<file path="src/ipr_map.svh">
// Register offsets, reset values and widths for interrupt pin routing
`ifndef IPR_MAP_SVH
`define IPR_MAP_SVH

// ************************************************************
// Register byte offsets
// ************************************************************
`define IPR_OFS_CTL 8'h00
`define IPR_OFS_GDIR 8'h04
`define IPR_OFS_GOUT 8'h08
`define IPR_OFS_STAT 8'h0c

// ************************************************************
// Widths and reset values
// ************************************************************
`define IPR_CTL_W 12
`define IPR_GPIO_W 4
`define IPR_CTL_RST 12'h000
`define IPR_GPIO_RST 4'h0
`define IPR_ROUTE_INTA 4'h0
`define IPR_PWR_D0 2'h0

// ************************************************************
// Pin numbers with a special role
// ************************************************************
`define IPR_PIN_FIRST 4'h3
`define IPR_PIN_SIRQ 4'h9
`define IPR_PIN_ALED 4'ha
`define IPR_PIN_CLED 4'hc
`define IPR_PIN_SDA 4'he
`define IPR_PIN_ZV 4'hf

`endif

</file>
<file path="src/ipr_pkg.sv">
// Types for interrupt pin routing
package ipr_pkg;

	// ************************************************************
	// Control register layout, msb first
	// ************************************************************
	typedef struct packed {
		logic zv_en; // Zoomed video enable on IRQ15
		logic [1:0] pwr_state; // Power state, 0 is D0
		logic pm_event_enable; // Event enable
		logic ri_en; // Ring forward enable
		logic srom_en; // Serial ROM owns IRQ12/14
		logic sirq_en; // Serialized IRQ mode
		logic led_en; // Card LED on IRQ12
		logic [3:0] route; // ISA IRQ number, 0 means INTA
	} ipr_ctl_t;

	// Role of one IRQ pin
	typedef enum logic [3:0] {
		IPR_NONE,
		IPR_IRQ,
		IPR_TRI,
		IPR_CLED,
		IPR_SIRQ,
		IPR_ALED,
		IPR_GPIO,
		IPR_SCL,
		IPR_SDA,
		IPR_ZV
	} ipr_role_t;

	// Output and enable view of the sixteen IRQ pins
	typedef struct packed {
		logic [15:0] o;
		logic [15:0] oe;
	} ipr_pins_t;

	// Whole module state
	typedef struct packed {
		ipr_ctl_t ctl;
		logic [3:0] gdir;
		logic [3:0] gout;
		logic [31:0] rdata;
		logic [15:0] pin_s1;
		logic [15:0] pin_s2;
		logic ring_s1;
		logic ring_s2;
		logic led_s1;
		logic led_s2;
		ipr_pins_t pins;
		logic inta_oe;
		logic ri_pme_n;
	} ipr_state_t;

endpackage : ipr_pkg

</file>
<file path="src/ipr_route.sv">
// Interrupt pin routing: socket interrupt to INTA/ISA IRQ, pin role muxing
`include "ipr_map.svh"
`timescale 1ns/1ps
`default_nettype none

module ipr_route (
	input wire logic clk,
	input wire logic rstn,
	// Register port
	input wire logic [7:0] reg_addr,
	input wire logic [31:0] reg_wdata,
	input wire logic reg_wr,
	input wire logic reg_rd,
	output logic [31:0] reg_rdata,
	// Socket side, same clock
	input wire logic card_irq_req,
	input wire logic card16_present,
	input wire logic pme_event,
	input wire logic activity,
	input wire logic sirq_drive_low,
	input wire logic scl_drive_low,
	input wire logic sda_drive_low,
	input wire logic zoomed_video_enable,
	// Card pins, asynchronous
	input wire logic card_ring_input,
	input wire logic card_led_input,
	// IRQ pins as three signals
	input wire logic [15:0] irq_i,
	output logic [15:0] irq_o,
	output logic [15:0] irq_oe,
	// Synchronised pin levels for serial engines
	output logic sirq_line_in,
	output logic sda_line_in,
	// Open-drain INTA, output always low
	output logic inta_o,
	output logic inta_oe,
	// Shared ring forward / event pin, active low
	output logic ring_forward_output_n
);

	// ************************************************************
	// Pin role decode
	// ************************************************************

	// Role of pin n under control c; used for drive and status
	function automatic ipr_pkg::ipr_role_t pin_role(
		input logic [3:0] n,
		input ipr_pkg::ipr_ctl_t c
	);
		ipr_pkg::ipr_role_t r;
		r = ipr_pkg::IPR_IRQ;
		if (n < `IPR_PIN_FIRST) begin
			r = ipr_pkg::IPR_NONE; // No IRQ0-2 pins exist
		end else if (c.sirq_en && (n == 4'h3 || n == 4'h4 ||
			n == 4'h5 || n == 4'h7)) begin
			r = ipr_pkg::IPR_GPIO;
		end else if (c.sirq_en && n == `IPR_PIN_SIRQ) begin
			r = ipr_pkg::IPR_SIRQ;
		end else if (c.sirq_en && n == `IPR_PIN_ALED) begin
			r = ipr_pkg::IPR_ALED;
		end else if (c.srom_en && n == `IPR_PIN_CLED) begin
			r = ipr_pkg::IPR_SCL;
		end else if (c.srom_en && n == `IPR_PIN_SDA) begin
			r = ipr_pkg::IPR_SDA;
		end else if (c.led_en && n == `IPR_PIN_CLED) begin
			r = ipr_pkg::IPR_CLED;
		end else if (c.zv_en && n == `IPR_PIN_ZV) begin
			r = ipr_pkg::IPR_ZV;
		end else if (n <= `IPR_PIN_SIRQ || n == `IPR_PIN_CLED ||
			n == `IPR_PIN_SDA) begin
			r = ipr_pkg::IPR_TRI;
		end
		return r;
	endfunction : pin_role

	// GPIO bit that pin n carries; only meaningful for GPIO pins
	function automatic logic [1:0] gpio_bit(input logic [3:0] n);
		logic [1:0] b;
		b = 2'h3; // IRQ7
		case (n)
			4'h3: begin
				b = 2'h0;
			end
			4'h4: begin
				b = 2'h1;
			end
			4'h5: begin
				b = 2'h2;
			end
			default: begin
				b = 2'h3;
			end
		endcase
		return b;
	endfunction : gpio_bit

	// ************************************************************
	// State
	// ************************************************************
	ipr_pkg::ipr_state_t st_r; // Registered state
	ipr_pkg::ipr_state_t st_nxt; // Next state
	logic card_on_isa; // Card interrupt routed to an ISA pin
	logic pme_role; // Shared pin carries the event

	// Routing decision from the route field
	assign card_on_isa = (st_r.ctl.route >= `IPR_PIN_FIRST);
	assign pme_role = st_r.ctl.pm_event_enable ||
		(st_r.ctl.pwr_state != `IPR_PWR_D0);

	// ************************************************************
	// Next-state logic
	// ************************************************************

	// Registers, synchronisers and pin drive in one pass
	always_comb begin
		ipr_pkg::ipr_role_t role;
		logic [3:0] gpio_in;
		st_nxt = st_r;
		role = ipr_pkg::IPR_NONE;
		gpio_in = {st_r.pin_s2[7], st_r.pin_s2[5],
			st_r.pin_s2[4], st_r.pin_s2[3]};

		// Two-flop synchronisers; first stage feeds second only
		st_nxt.pin_s1 = irq_i;
		st_nxt.pin_s2 = st_r.pin_s1;
		st_nxt.ring_s1 = card_ring_input;
		st_nxt.ring_s2 = st_r.ring_s1;
		st_nxt.led_s1 = card_led_input;
		st_nxt.led_s2 = st_r.led_s1;

		// Register writes; unmapped offsets are ignored
		if (reg_wr) begin
			case (reg_addr)
				`IPR_OFS_CTL: begin
					st_nxt.ctl = reg_wdata[`IPR_CTL_W-1:0];
				end
				`IPR_OFS_GDIR: begin
					st_nxt.gdir = reg_wdata[`IPR_GPIO_W-1:0];
				end
				`IPR_OFS_GOUT: begin
					st_nxt.gout = reg_wdata[`IPR_GPIO_W-1:0];
				end
				default: begin
				end
			endcase
		end

		// Read data stands only in the cycle after the strobe
		st_nxt.rdata = 32'h0000_0000;
		if (reg_rd) begin
			case (reg_addr)
				`IPR_OFS_CTL: begin
					st_nxt.rdata = {20'h0_0000, st_r.ctl};
				end
				`IPR_OFS_GDIR: begin
					st_nxt.rdata = {28'h000_0000, st_r.gdir};
				end
				`IPR_OFS_GOUT: begin
					st_nxt.rdata = {28'h000_0000, st_r.gout};
				end
				`IPR_OFS_STAT: begin
					st_nxt.rdata = {23'h00_0000,
						pin_role(`IPR_PIN_CLED, st_r.ctl) ==
							ipr_pkg::IPR_SCL,
						st_r.pin_s2[`IPR_PIN_SDA],
						pme_role, st_r.ring_s2,
						card_irq_req, gpio_in};
				end
				default: begin
					st_nxt.rdata = 32'h0000_0000;
				end
			endcase
		end

		// Pin drive; IRQs and the card LED are active high, the activity LED and serial lines low
		for (int i = 0; i < 16; i++) begin
			role = pin_role(4'(i), st_r.ctl);
			case (role)
				ipr_pkg::IPR_IRQ: begin
					// Totem-pole IRQ pins always drive
					st_nxt.pins.o[i] = card_irq_req &&
						(st_r.ctl.route == 4'(i));
					st_nxt.pins.oe[i] = 1'b1;
				end
				ipr_pkg::IPR_TRI: begin
					// Released to high impedance unless selected and requested
					st_nxt.pins.o[i] = card_irq_req;
					st_nxt.pins.oe[i] = card_irq_req &&
						(st_r.ctl.route == 4'(i));
				end
				ipr_pkg::IPR_CLED: begin
					st_nxt.pins.o[i] = st_r.led_s2;
					st_nxt.pins.oe[i] = 1'b1;
				end
				ipr_pkg::IPR_SIRQ: begin
					// Shared serial line: drive low only
					st_nxt.pins.o[i] = 1'b0;
					st_nxt.pins.oe[i] = sirq_drive_low;
				end
				ipr_pkg::IPR_ALED: begin
					st_nxt.pins.o[i] = ~activity;
					st_nxt.pins.oe[i] = 1'b1;
				end
				ipr_pkg::IPR_GPIO: begin
					// Pure software path, no tie to bus logic
					st_nxt.pins.o[i] =
						st_r.gout[gpio_bit(4'(i))];
					st_nxt.pins.oe[i] =
						st_r.gdir[gpio_bit(4'(i))];
				end
				ipr_pkg::IPR_SCL: begin
					st_nxt.pins.o[i] = 1'b0;
					st_nxt.pins.oe[i] = scl_drive_low;
				end
				ipr_pkg::IPR_SDA: begin
					st_nxt.pins.o[i] = 1'b0;
					st_nxt.pins.oe[i] = sda_drive_low;
				end
				ipr_pkg::IPR_ZV: begin
					st_nxt.pins.o[i] = ~zoomed_video_enable;
					st_nxt.pins.oe[i] = 1'b1;
				end
				default: begin
					// IRQ0-2 do not exist
					st_nxt.pins.o[i] = 1'b0;
					st_nxt.pins.oe[i] = 1'b0;
				end
			endcase
		end

		// INTA is open drain, asserted while requested and routed there
		st_nxt.inta_oe = card_irq_req &&
			(st_r.ctl.route == `IPR_ROUTE_INTA);
		if (!card_on_isa && st_r.ctl.route != `IPR_ROUTE_INTA) begin
			st_nxt.inta_oe = 1'b0; // Route 1-2 is parked
		end

		// Shared pin: event role beats ring forwarding
		if (pme_role) begin
			st_nxt.ri_pme_n = ~pme_event;
		end else if (st_r.ctl.ri_en && card16_present) begin
			st_nxt.ri_pme_n = st_r.ring_s2;
		end else begin
			st_nxt.ri_pme_n = 1'b1; // Idle high
		end
	end

	// ************************************************************
	// State register
	// ************************************************************

	// Synchronous active-low reset to constants
	always_ff @(posedge clk) begin
		if (!rstn) begin
			st_r.ctl <= `IPR_CTL_RST;
			st_r.gdir <= `IPR_GPIO_RST;
			st_r.gout <= `IPR_GPIO_RST;
			st_r.rdata <= 32'h0000_0000;
			st_r.pin_s1 <= 16'h0000;
			st_r.pin_s2 <= 16'h0000;
			st_r.ring_s1 <= 1'b1;
			st_r.ring_s2 <= 1'b1;
			st_r.led_s1 <= 1'b0;
			st_r.led_s2 <= 1'b0;
			st_r.pins <= '0;
			st_r.inta_oe <= 1'b0;
			st_r.ri_pme_n <= 1'b1;
		end else begin
			st_r <= st_nxt;
		end
	end

	// ************************************************************
	// Outputs, all from flip-flops except the constant inta_o
	// ************************************************************
	assign reg_rdata = st_r.rdata;
	assign irq_o = st_r.pins.o;
	assign irq_oe = st_r.pins.oe;
	assign sirq_line_in = st_r.pin_s2[`IPR_PIN_SIRQ];
	assign sda_line_in = st_r.pin_s2[`IPR_PIN_SDA];
	assign inta_o = 1'b0;
	assign inta_oe = st_r.inta_oe;
	assign ring_forward_output_n = st_r.ri_pme_n;

endmodule : ipr_route

`default_nettype wire

</file>
<file path="config.mk">
export PLATFORM = sky130hd
export DESIGN_NAME = ipr_route
export DESIGN_NICKNAME = d
export VERILOG_FILES = /design/src/ipr_pkg.sv /design/src/ipr_route.sv
export VERILOG_INCLUDE_DIRS = /design/src
export SDC_FILE = /design/constraint.sdc
export NUM_CORES = 1
export LEC_CHECK = 0
export BUFFER_PORTS_ARGS = -buffer_cell sky130_fd_sc_hd__buf_2
export CORE_MARGIN = 10
export CORE_UTILIZATION = 52
export CTS_BUF_LIST = sky130_fd_sc_hd__clkbuf_8
export CTS_CLUSTER_SIZE = 24
export DETAILED_ROUTE_END_ITERATION = 7
export GPL_ROUTABILITY_DRIVEN = 0
export MAX_ROUTING_LAYER = met4
export PLACE_DENSITY_LB_ADDON = 0.12
export SYNTH_ARGS = -nofsm -noshare
export SYNTH_HDL_FRONTEND = slang
export SYNTH_SLANG_ARGS = --single-unit
</file>
<file path="constraint.sdc">
create_clock -name clk -period 4.2 [get_ports clk]
set_clock_uncertainty 0.2 [all_clocks]
set_input_delay 0.84 -clock clk [delete_from_list [all_inputs] [get_ports clk]]
set_output_delay 0.84 -clock clk [all_outputs]
set_load 0.02 [all_outputs]
</file>
==> results of run 1 <==
cell families after synthesis:
family                 Yosys count  synth area share [%]
AND/OR/NAND/NOR                106                  19.9
other                            1                 0.120
AO/OA/AOI/OAI                   21                  5.15
buffers and inverters           84                  18.5
flip-flops                      73                  46.7
multiplexers                    25                  9.59
path summary, 6_finish.rpt:
kind	from	to	slack [ns]	cells after the start
hold / removal	st_nxt[36]$_SDFF_PN1_	st_r[36]$_SDFF_PN1_	0.21	1
hold reg to reg	st_nxt[36]$_SDFF_PN1_	st_r[36]$_SDFF_PN1_	0.21	1
setup reg to reg	st_r[115]$_SDFFE_PN0P_	irq_o[10]$_SDFF_PN0_	2.53	3
setup / recovery	reg_addr[1]	reg_rdata[10]$_SDFF_PN0_	2.00	4
state kept, by name (all words and copies together), names as in the netlist:
signal	flops
sda_line_in	1
irq_o	12
sirq_line_in	1
st_r	26
st_nxt	8
irq_oe	11
reg_rdata	12
inta_oe	1
ring_forward_output_n	1
Yosys cell counts, drive strengths merged, types with 2 or more instances:
| library cell | instances |
|---|---|
| a32o | 2 |
| inv | 2 |
| o31ai | 4 |
| nor4 | 2 |
| mux4 | 4 |
| nand4b | 2 |
| dfxtp | 73 |
| nand3 | 6 |
| nand2b | 6 |
| buf | 72 |
| and2 | 16 |
| nor3b | 3 |
| a21boi | 4 |
| nand2 | 42 |
| nor2b | 2 |
| nor2 | 9 |
| nor4b | 3 |
| clkbuf | 10 |
| nor3 | 5 |
| nand3b | 2 |
| and2b | 4 |
| mux2i | 21 |
| a22oi | 4 |
power groups by stage:
stage	combinational [mW]	sequential, mW	clock (mW)
3_5_place_dp	0.0975	0.725	0
6_report	0.0975	0.709	0.423
4_1_cts	0.0978	0.709	0.439
2_1_floorplan	0.0908	0.725	0
5_1_grt	0.107	0.709	0.466
3_3_place_gp	0.0973	0.724	0
layout make-up:
| class | instances | area [sq um] | share of cell area (%) |
|---|---|---|---|
| clock buffer | 9 | 124 | 3.75 |
| clock inverter | 5 | 20.0 | 0.605 |
| inverter | 2 | 7.51 | 0.227 |
| multi-input combinational | 179 | 1190 | 35.9 |
| sequential | 73 | 1460 | 44.2 |
| tap | 75 | 93.8 | 2.84 |
| timing repair buffer | 82 | 413 | 12.5 |
stage by stage:
| stage | area [sq um] | std cells | power [mW] | worst slack [ns] |
|---|---|---|---|---|
| 2_1_floorplan | 3230 | 336 | 0.816 | 2.13 |
| 6_report | 3310 | 425 | 1.23 | 2.00 |
| 3_5_place_dp | 3160 | 411 | 0.822 | 1.63 |
| 3_3_place_gp | 3160 | 411 | 0.821 | 1.68 |
| 5_1_grt | 3310 | 425 | 1.28 | 1.90 |
| 4_1_cts | 3310 | 425 | 1.25 | 1.99 |
critical path, delay by kind of cell:
kind	cells	cell delay (ns)
buffers and inverters	1	0.12
AND/OR/NAND/NOR	3	1.26
routing by layer:
layer,part of all wire [%],global-route usage [%],vias up
li1,-,-,1014
met1,44,16.2,907
met2,46,20.7,87
met3,8.1,4.84,10
met4,1.7,6.04,0
met5,0,-,-
==> summary.txt, run 1 <==
Outcome
  • Status: finished clean

Route
  • Final wirelength: around 6400 um
  • Via count: just over 2000
  • DRC: 0
  • Drt pass-1 iters: 4
  • Antenna-violating nets left: 0
  • Via/cell ratio: 4.75
  • Routed WL per cell: 15.0 um
  • Starting DRT DRC Count: 97

Flow run
  • Maxcap violations: 0

Global route
  • Vias in the first global route: 2033
  • Initial antenna violation count: 0
  • First-pass GRT wire length: roughly 10000 um
  • GRT Util Overall: 13.8%
  • Largest net degree at the start of global routing: 68
  • GRT overflow: 0

Worst setup path
  • Worst EP required: 4.24 ns
  • Critical path class: in -> reg
  • Worst-path cell chain: buf_2, nor4_4, nand4_2, nor4b_2
  • Critical Path Max Stage Delay: 0.45 ns
  • Worst Setup End Kind: register
  • Crit path launch type: primary input
  • Worst Path Arrival: 2.24 ns
  • Critical path's slowest cell: nor4_4
  • Crit Path Max Fanout: 12

Logic synthesis
  • Ys Warns: 0
  • Post-Syn Area: 3130 sq um
  • Yosys top cell by area: dfxtp_1
  • Post-Synthesis Cells: 310
  • Most used DFF post-synth: dfxtp_1
  • Post-synthesis sequential area ratio: roughly 47%
  • #FFs+latches synth: 73
  • Synth top area share: 46.7%
  • Synth top area cells: dfxtp_1, buf_4, mux2i_1
  • Post-synth EDFFs: 0
  • Avg Inst Size Synth: 10.1 sq um
  • Fraction of registers with async set/reset: 0%
  • Synth cell types: 43

CTS
  • TritonCTS clock tree: done
  • Reg clk slew, reported paths: 0.07 ns
  • Post-CTS Setup Repair Bufs: 0
  • Hold_buf cts: 0
  • Clock Latency Late Sink: between 0.3 and 0.4 ns
  • Clock sink total: 73
  • Clk root buf: clkbuf_8
  • Longest Clk Path Bufs: 2
  • H-tree Lvls: 3
  • CTS resizes: 0
  • Cts bufs inserted: 9

Die
  • I/O pins: 139
  • Initial Util: 53.2%
  • DIE AREA: roughly 9500 sq um
  • CORE AREA: 5890 sq um
  • Die Span X: 97.6 um
  • Core Rows: 28
  • DIE HEIGHT: 97.6 um

Timing
  • Worst slew pin tran: 0.605 ns
  • Endpoints failing setup: 0
  • Max Freq: between 400 and 500 MHz
  • Hold Violations, Final: 0
  • RSZ-0062 raised after global routing: false
  • WHS: 0.209 ns
  • Count of pins over their slew limit: 0
  • Period utilization: 52.4%
  • Slew HR: between 50% and 60%
  • Setup TNS: 0 ns
  • Min cycle time layout: 2.20 ns

Pwr
  • Combinational share of power: 7.9%
  • P per Cell Area: 372 nW/um^2
  • Pleak: approximately 1.7 nW
  • NetSw: ~0.30 mW
  • Peak supply drop: ~0.2 mV
  • Sw Ratio: 24.0%
  • Clock share of power: 34.4%
  • Reg power frac: 57.6%
  • Internal Power: 0.934 mW

Cells and area
  • Fillers: about 540
  • Post-layout nets: roughly 420
  • Area Growth Syn to Fin: 5.59%
  • Diode count: 0
  • Most frequent cells in the layout: buf_2, dfxtp_1, nand2_1
  • Utilization after layout: 56.2%
  • Commonest non-fill, non-tap cell in the layout: buf_2
  • Share of cells above drive strength 1: 31.7%

Hold path
  • Tightest Hold Check Type: reg -> reg

Placed design
  • DP HPWL: 4650 um
  • PortBufs: 81
(Power assumes the default switching activity.)
==> run 2, diff against run 1 <==
- ABC_AREA: default -> 1
- CORE_UTILIZATION: 52 -> 49
- clock period: 4.2 -> 2.1 ns (I/O delays scaled with it)
==> run 2 against run 1 <==
Against the previous run: critical path depth increased by 3; design area increased by 3.9%; clock-buffer cell count increased by 3; power increased by 120%; area after synthesis increased by 1.9%; non-clock buffer count increased by 3; core utilization decreased by 2.1 points; worst setup slack got worse by 1.5 ns; synthesized cell count increased by 34%; critical endpoint is now st_r[119]$_SDFFE_PN0P_; largest cell class unchanged; wire length increased by 18%; global-route usage increased by 1.3 points; via count increased by 25%.
==> summary.txt, run 2 <==
Logic synthesis
  • Post-synthesis adder-cell area fraction: 0% (unchanged)
  • Complex-gate fraction of the synthesized area: 5.84% (was 5.15%)
  • Most used DFF post-synth: dfxtp_1 (unchanged)
  • Synth top area cells: dfxtp_1, buf_4, nand2_1 (was dfxtp_1, buf_4, mux2i_1)
  • Post-synthesis xor/xnor area fraction: 0% (unchanged)
  • Post-synthesis simple-gate area fraction: 25.4% (was 19.9%)
  • Post-synth EDFFs: 0 (unchanged)
  • Fraction of registers with async set/reset: 0% (unchanged)
  • #FFs+latches synth: 73 (unchanged)
  • Ys Warns: 0 (unchanged)
  • Synth top area share: 45.8% (was 46.7%)
  • Top cells by count, synth: nand2_1, dfxtp_1, buf_4 (was dfxtp_1, buf_4, nand2_1)
  • Main combinational cell family by area after synthesis: simple AND/OR/NAND/NOR gates (unchanged)
  • Post-synthesis sequential area ratio: 45.8% (was 46.7%)
  • Yosys top cell by area: dfxtp_1 (unchanged)
  • Synth cell types: 22 (was 43)
  • Most frequent cell after synthesis: nand2_1 (was dfxtp_1)
  • Avg Inst Size Synth: 7.69 sq um (was 10.1 sq um)
  • Post-Syn Area: 3190 sq um (was 3130 sq um)
  • Post-synthesis mux area share: 0% (was 9.59%)
  • Post-Synthesis Cells: 415 (was 310)

CTS
  • TritonCTS clock tree: done (unchanged)
  • H-tree Lvls: 3 (unchanged)
  • CTS resizes: 0 (unchanged)
  • Reg clk slew, reported paths: 0.07 ns (about the same)
  • Cts bufs inserted: 9 (unchanged)
  • Clk root buf: clkbuf_8 (unchanged)
  • Clock sink total: 73 (unchanged)
  • Post-CTS Setup Repair Bufs: 0 (unchanged)
  • Longest Clk Path Bufs: 2 (unchanged)
  • Clock Latency Late Sink: 0.35 ns (was 0.33 ns)
  • Hold_buf cts: 0 (unchanged)

Route
  • Starting DRT DRC Count: 150 (was 97)
  • Antenna-violating nets left: 0 (unchanged)
  • Via count: 2521 (was 2018)
  • Drt pass-1 iters: 4 (unchanged)
  • Via/cell ratio: 4.68 (was 4.75)
  • Routed WL per cell: 14.0 um (was 15.0 um)
  • DRC: 0 (unchanged)
  • Final wirelength: 7530 um (was 6400 um)

Cells and area
  • Area Growth Syn to Fin: 7.73% (was 5.59%)
  • Largest register FFs: 26 (unchanged)
  • Share of cells above drive strength 1: 24.7% (was 31.7%)
  • Commonest non-fill, non-tap cell in the layout: buf_2 (unchanged)
  • Largest Register: st_r (unchanged)
  • Utilization after layout: 54.1% (was 56.2%)
  • Storage element area: 1460 sq um (unchanged)
  • Post-layout nets: 527 (was 417)
  • Fillers: 636 (was 544)
  • Multi-input logic area: 1100 sq um (was 1190 sq um)
  • Most frequent cells in the layout: buf_2, nand2_1, dfxtp_1 (was buf_2, dfxtp_1, nand2_1)
  • Diode count: 0 (unchanged)
  • Final Cell Area: 3440 sq um (was 3310 sq um)

Die
  • I/O pins: 139 (unchanged)
  • Core Rows: 29 (was 28)
  • Die Span X: 101 um (was 97.6 um)
  • CORE AREA: 6350 sq um (was 5890 sq um)
  • Initial Util: 50.2% (was 53.2%)
  • DIE HEIGHT: 101 um (was 97.6 um)
  • DIE AREA: 10100 sq um (was 9530 sq um)

Outcome
  • Status: finished clean (unchanged)

Pwr
  • Pleak: 1.72 nW (was 1.65 nW)
  • P per Cell Area: 773 nW/um^2 (was 372 nW/um^2)
  • Peak supply drop: 0.414 mV (was 0.199 mV)
  • Total Power: 2.66 mW (was 1.23 mW)

Timing
  • Period utilization: 73.9%
  • Count of pins over their slew limit: 0 (unchanged)
  • Min cycle time layout: 1.55 ns
  • Slew HR: 64.4% (was 59.6%)
  • Max Freq: 644 MHz
  • Worst slew pin tran: 0.533 ns (was 0.605 ns)
  • RSZ-0062 raised after global routing: false (unchanged)
  • Hold Violations, Final: 0 (unchanged)
  • Endpoints failing setup: 0 (unchanged)
  • Setup TNS: 0 ns (unchanged)

Global route
  • Met1 GRT Util: 18.7% (was 16.2%)
  • Initial antenna violation count: 0 (unchanged)
  • GRT Util Overall: 15.1% (was 13.8%)
  • First-pass GRT wire length: 11900 um (was 10400 um)
  • GRT overflow: 0 (unchanged)
  • Largest net degree at the start of global routing: 24 (was 68)
  • Met3 Use GR: 4.39% (was 4.84%)
  • GR peak layer: met2 (unchanged)
  • Vias in the first global route: 2468 (was 2033)
  • Routing usage on met2: 22.1% (was 20.7%)

Worst setup path
  • Worst Setup End Kind: register (unchanged)
  • Critical path class: in -> reg (unchanged)
  • Crit Path Max Fanout: 16 (was 12)
  • Worst EP required: 2.11 ns (was 4.24 ns)
  • Worst Path Arrival: 1.56 ns (was 2.24 ns)
  • Crit path launch type: primary input (unchanged)

Flow run
  • Maxcap violations: 0 (unchanged)

Placed design
  • DP HPWL: 5660 um (was 4650 um)
  • PortBufs: 81 (unchanged)
  • Placed cell areas: 3250 sq um (was 3160 sq um)

Hold path
  • Tightest Hold Check Type: in -> reg (was reg -> reg)
run 2: worst max-delay path, cell delays in order:
cell and delay, ns:
buf_2 0.10, nor2_2 0.11, nand2_2 0.12, nor2_4 0.36
nand2_2 0.26, nand2_1 0.11, a21oi_1 0.07
run 2: logic make-up (layout without fill, tap and decap cells):
logic type / after synthesis / after routing
compound gates: 36 / 36
buf+inv: 121 / 142
flops: 73 / 73
other cells: 1 / 27
simple gates: 184 / 184
run 2: final timing paths:
path / start / endpoint / slack [ns] / cells past startpoint
setup / recovery: reg_addr[5] / st_r[119]$_SDFFE_PN0P_ / 0.55 / 7
hold / removal: irq_i[3] / st_nxt[41]$_SDFF_PN0_ / 0.05 / 3
setup reg to reg: st_r[115]$_SDFFE_PN0P_ / irq_o[3]$_SDFF_PN0_ / 0.71 / 3
hold reg to reg: st_nxt[43]$_SDFF_PN0_ / st_r[43]$_SDFF_PN0_ / 0.21 / 2
run 2: per-layer routing:
layer  part of all wire (%)  wire length (um)
met1                     47              3530
met3                    7.7               579
met5                      0                 0
met2                     44              3300
met4                    1.6               123
run 2: metrics by stage:
stage | cells | hold WS, ns | setup slack, ns
CTS | 539 | 0.0384 | 0.553
global route | 539 | 0.0563 | 0.406
global placement | 523 | 0.193 | 0.215
detailed placement | 523 | 0.195 | 0.180
floorplan | 441 | 0.190 | 0.629
finish | 539 | 0.0451 | 0.548
run 2: final cells by class:
type | instances | share of cell area (%)
Sequential cell | 73 | 42.5
Multi-Input combinational cell | 247 | 32.0
Timing Repair Buffer | 85 | 12.7
Clock buffer | 12 | 4.81
Inverter | 41 | 4.48
Tap cell | 77 | 2.80
Clock inverter | 4 | 0.764
run 2: power breakdown:
| group | internal, mW | leakage (nW) | switching (mW) | total (mW) |
|---|---|---|---|---|
| clock | 0.523 | 0.0984 | 0.509 | 1.03 |
| sequential | 1.41 | 0.595 | 0.00752 | 1.42 |
| combinational | 0.0569 | 1.02 | 0.150 | 0.207 |
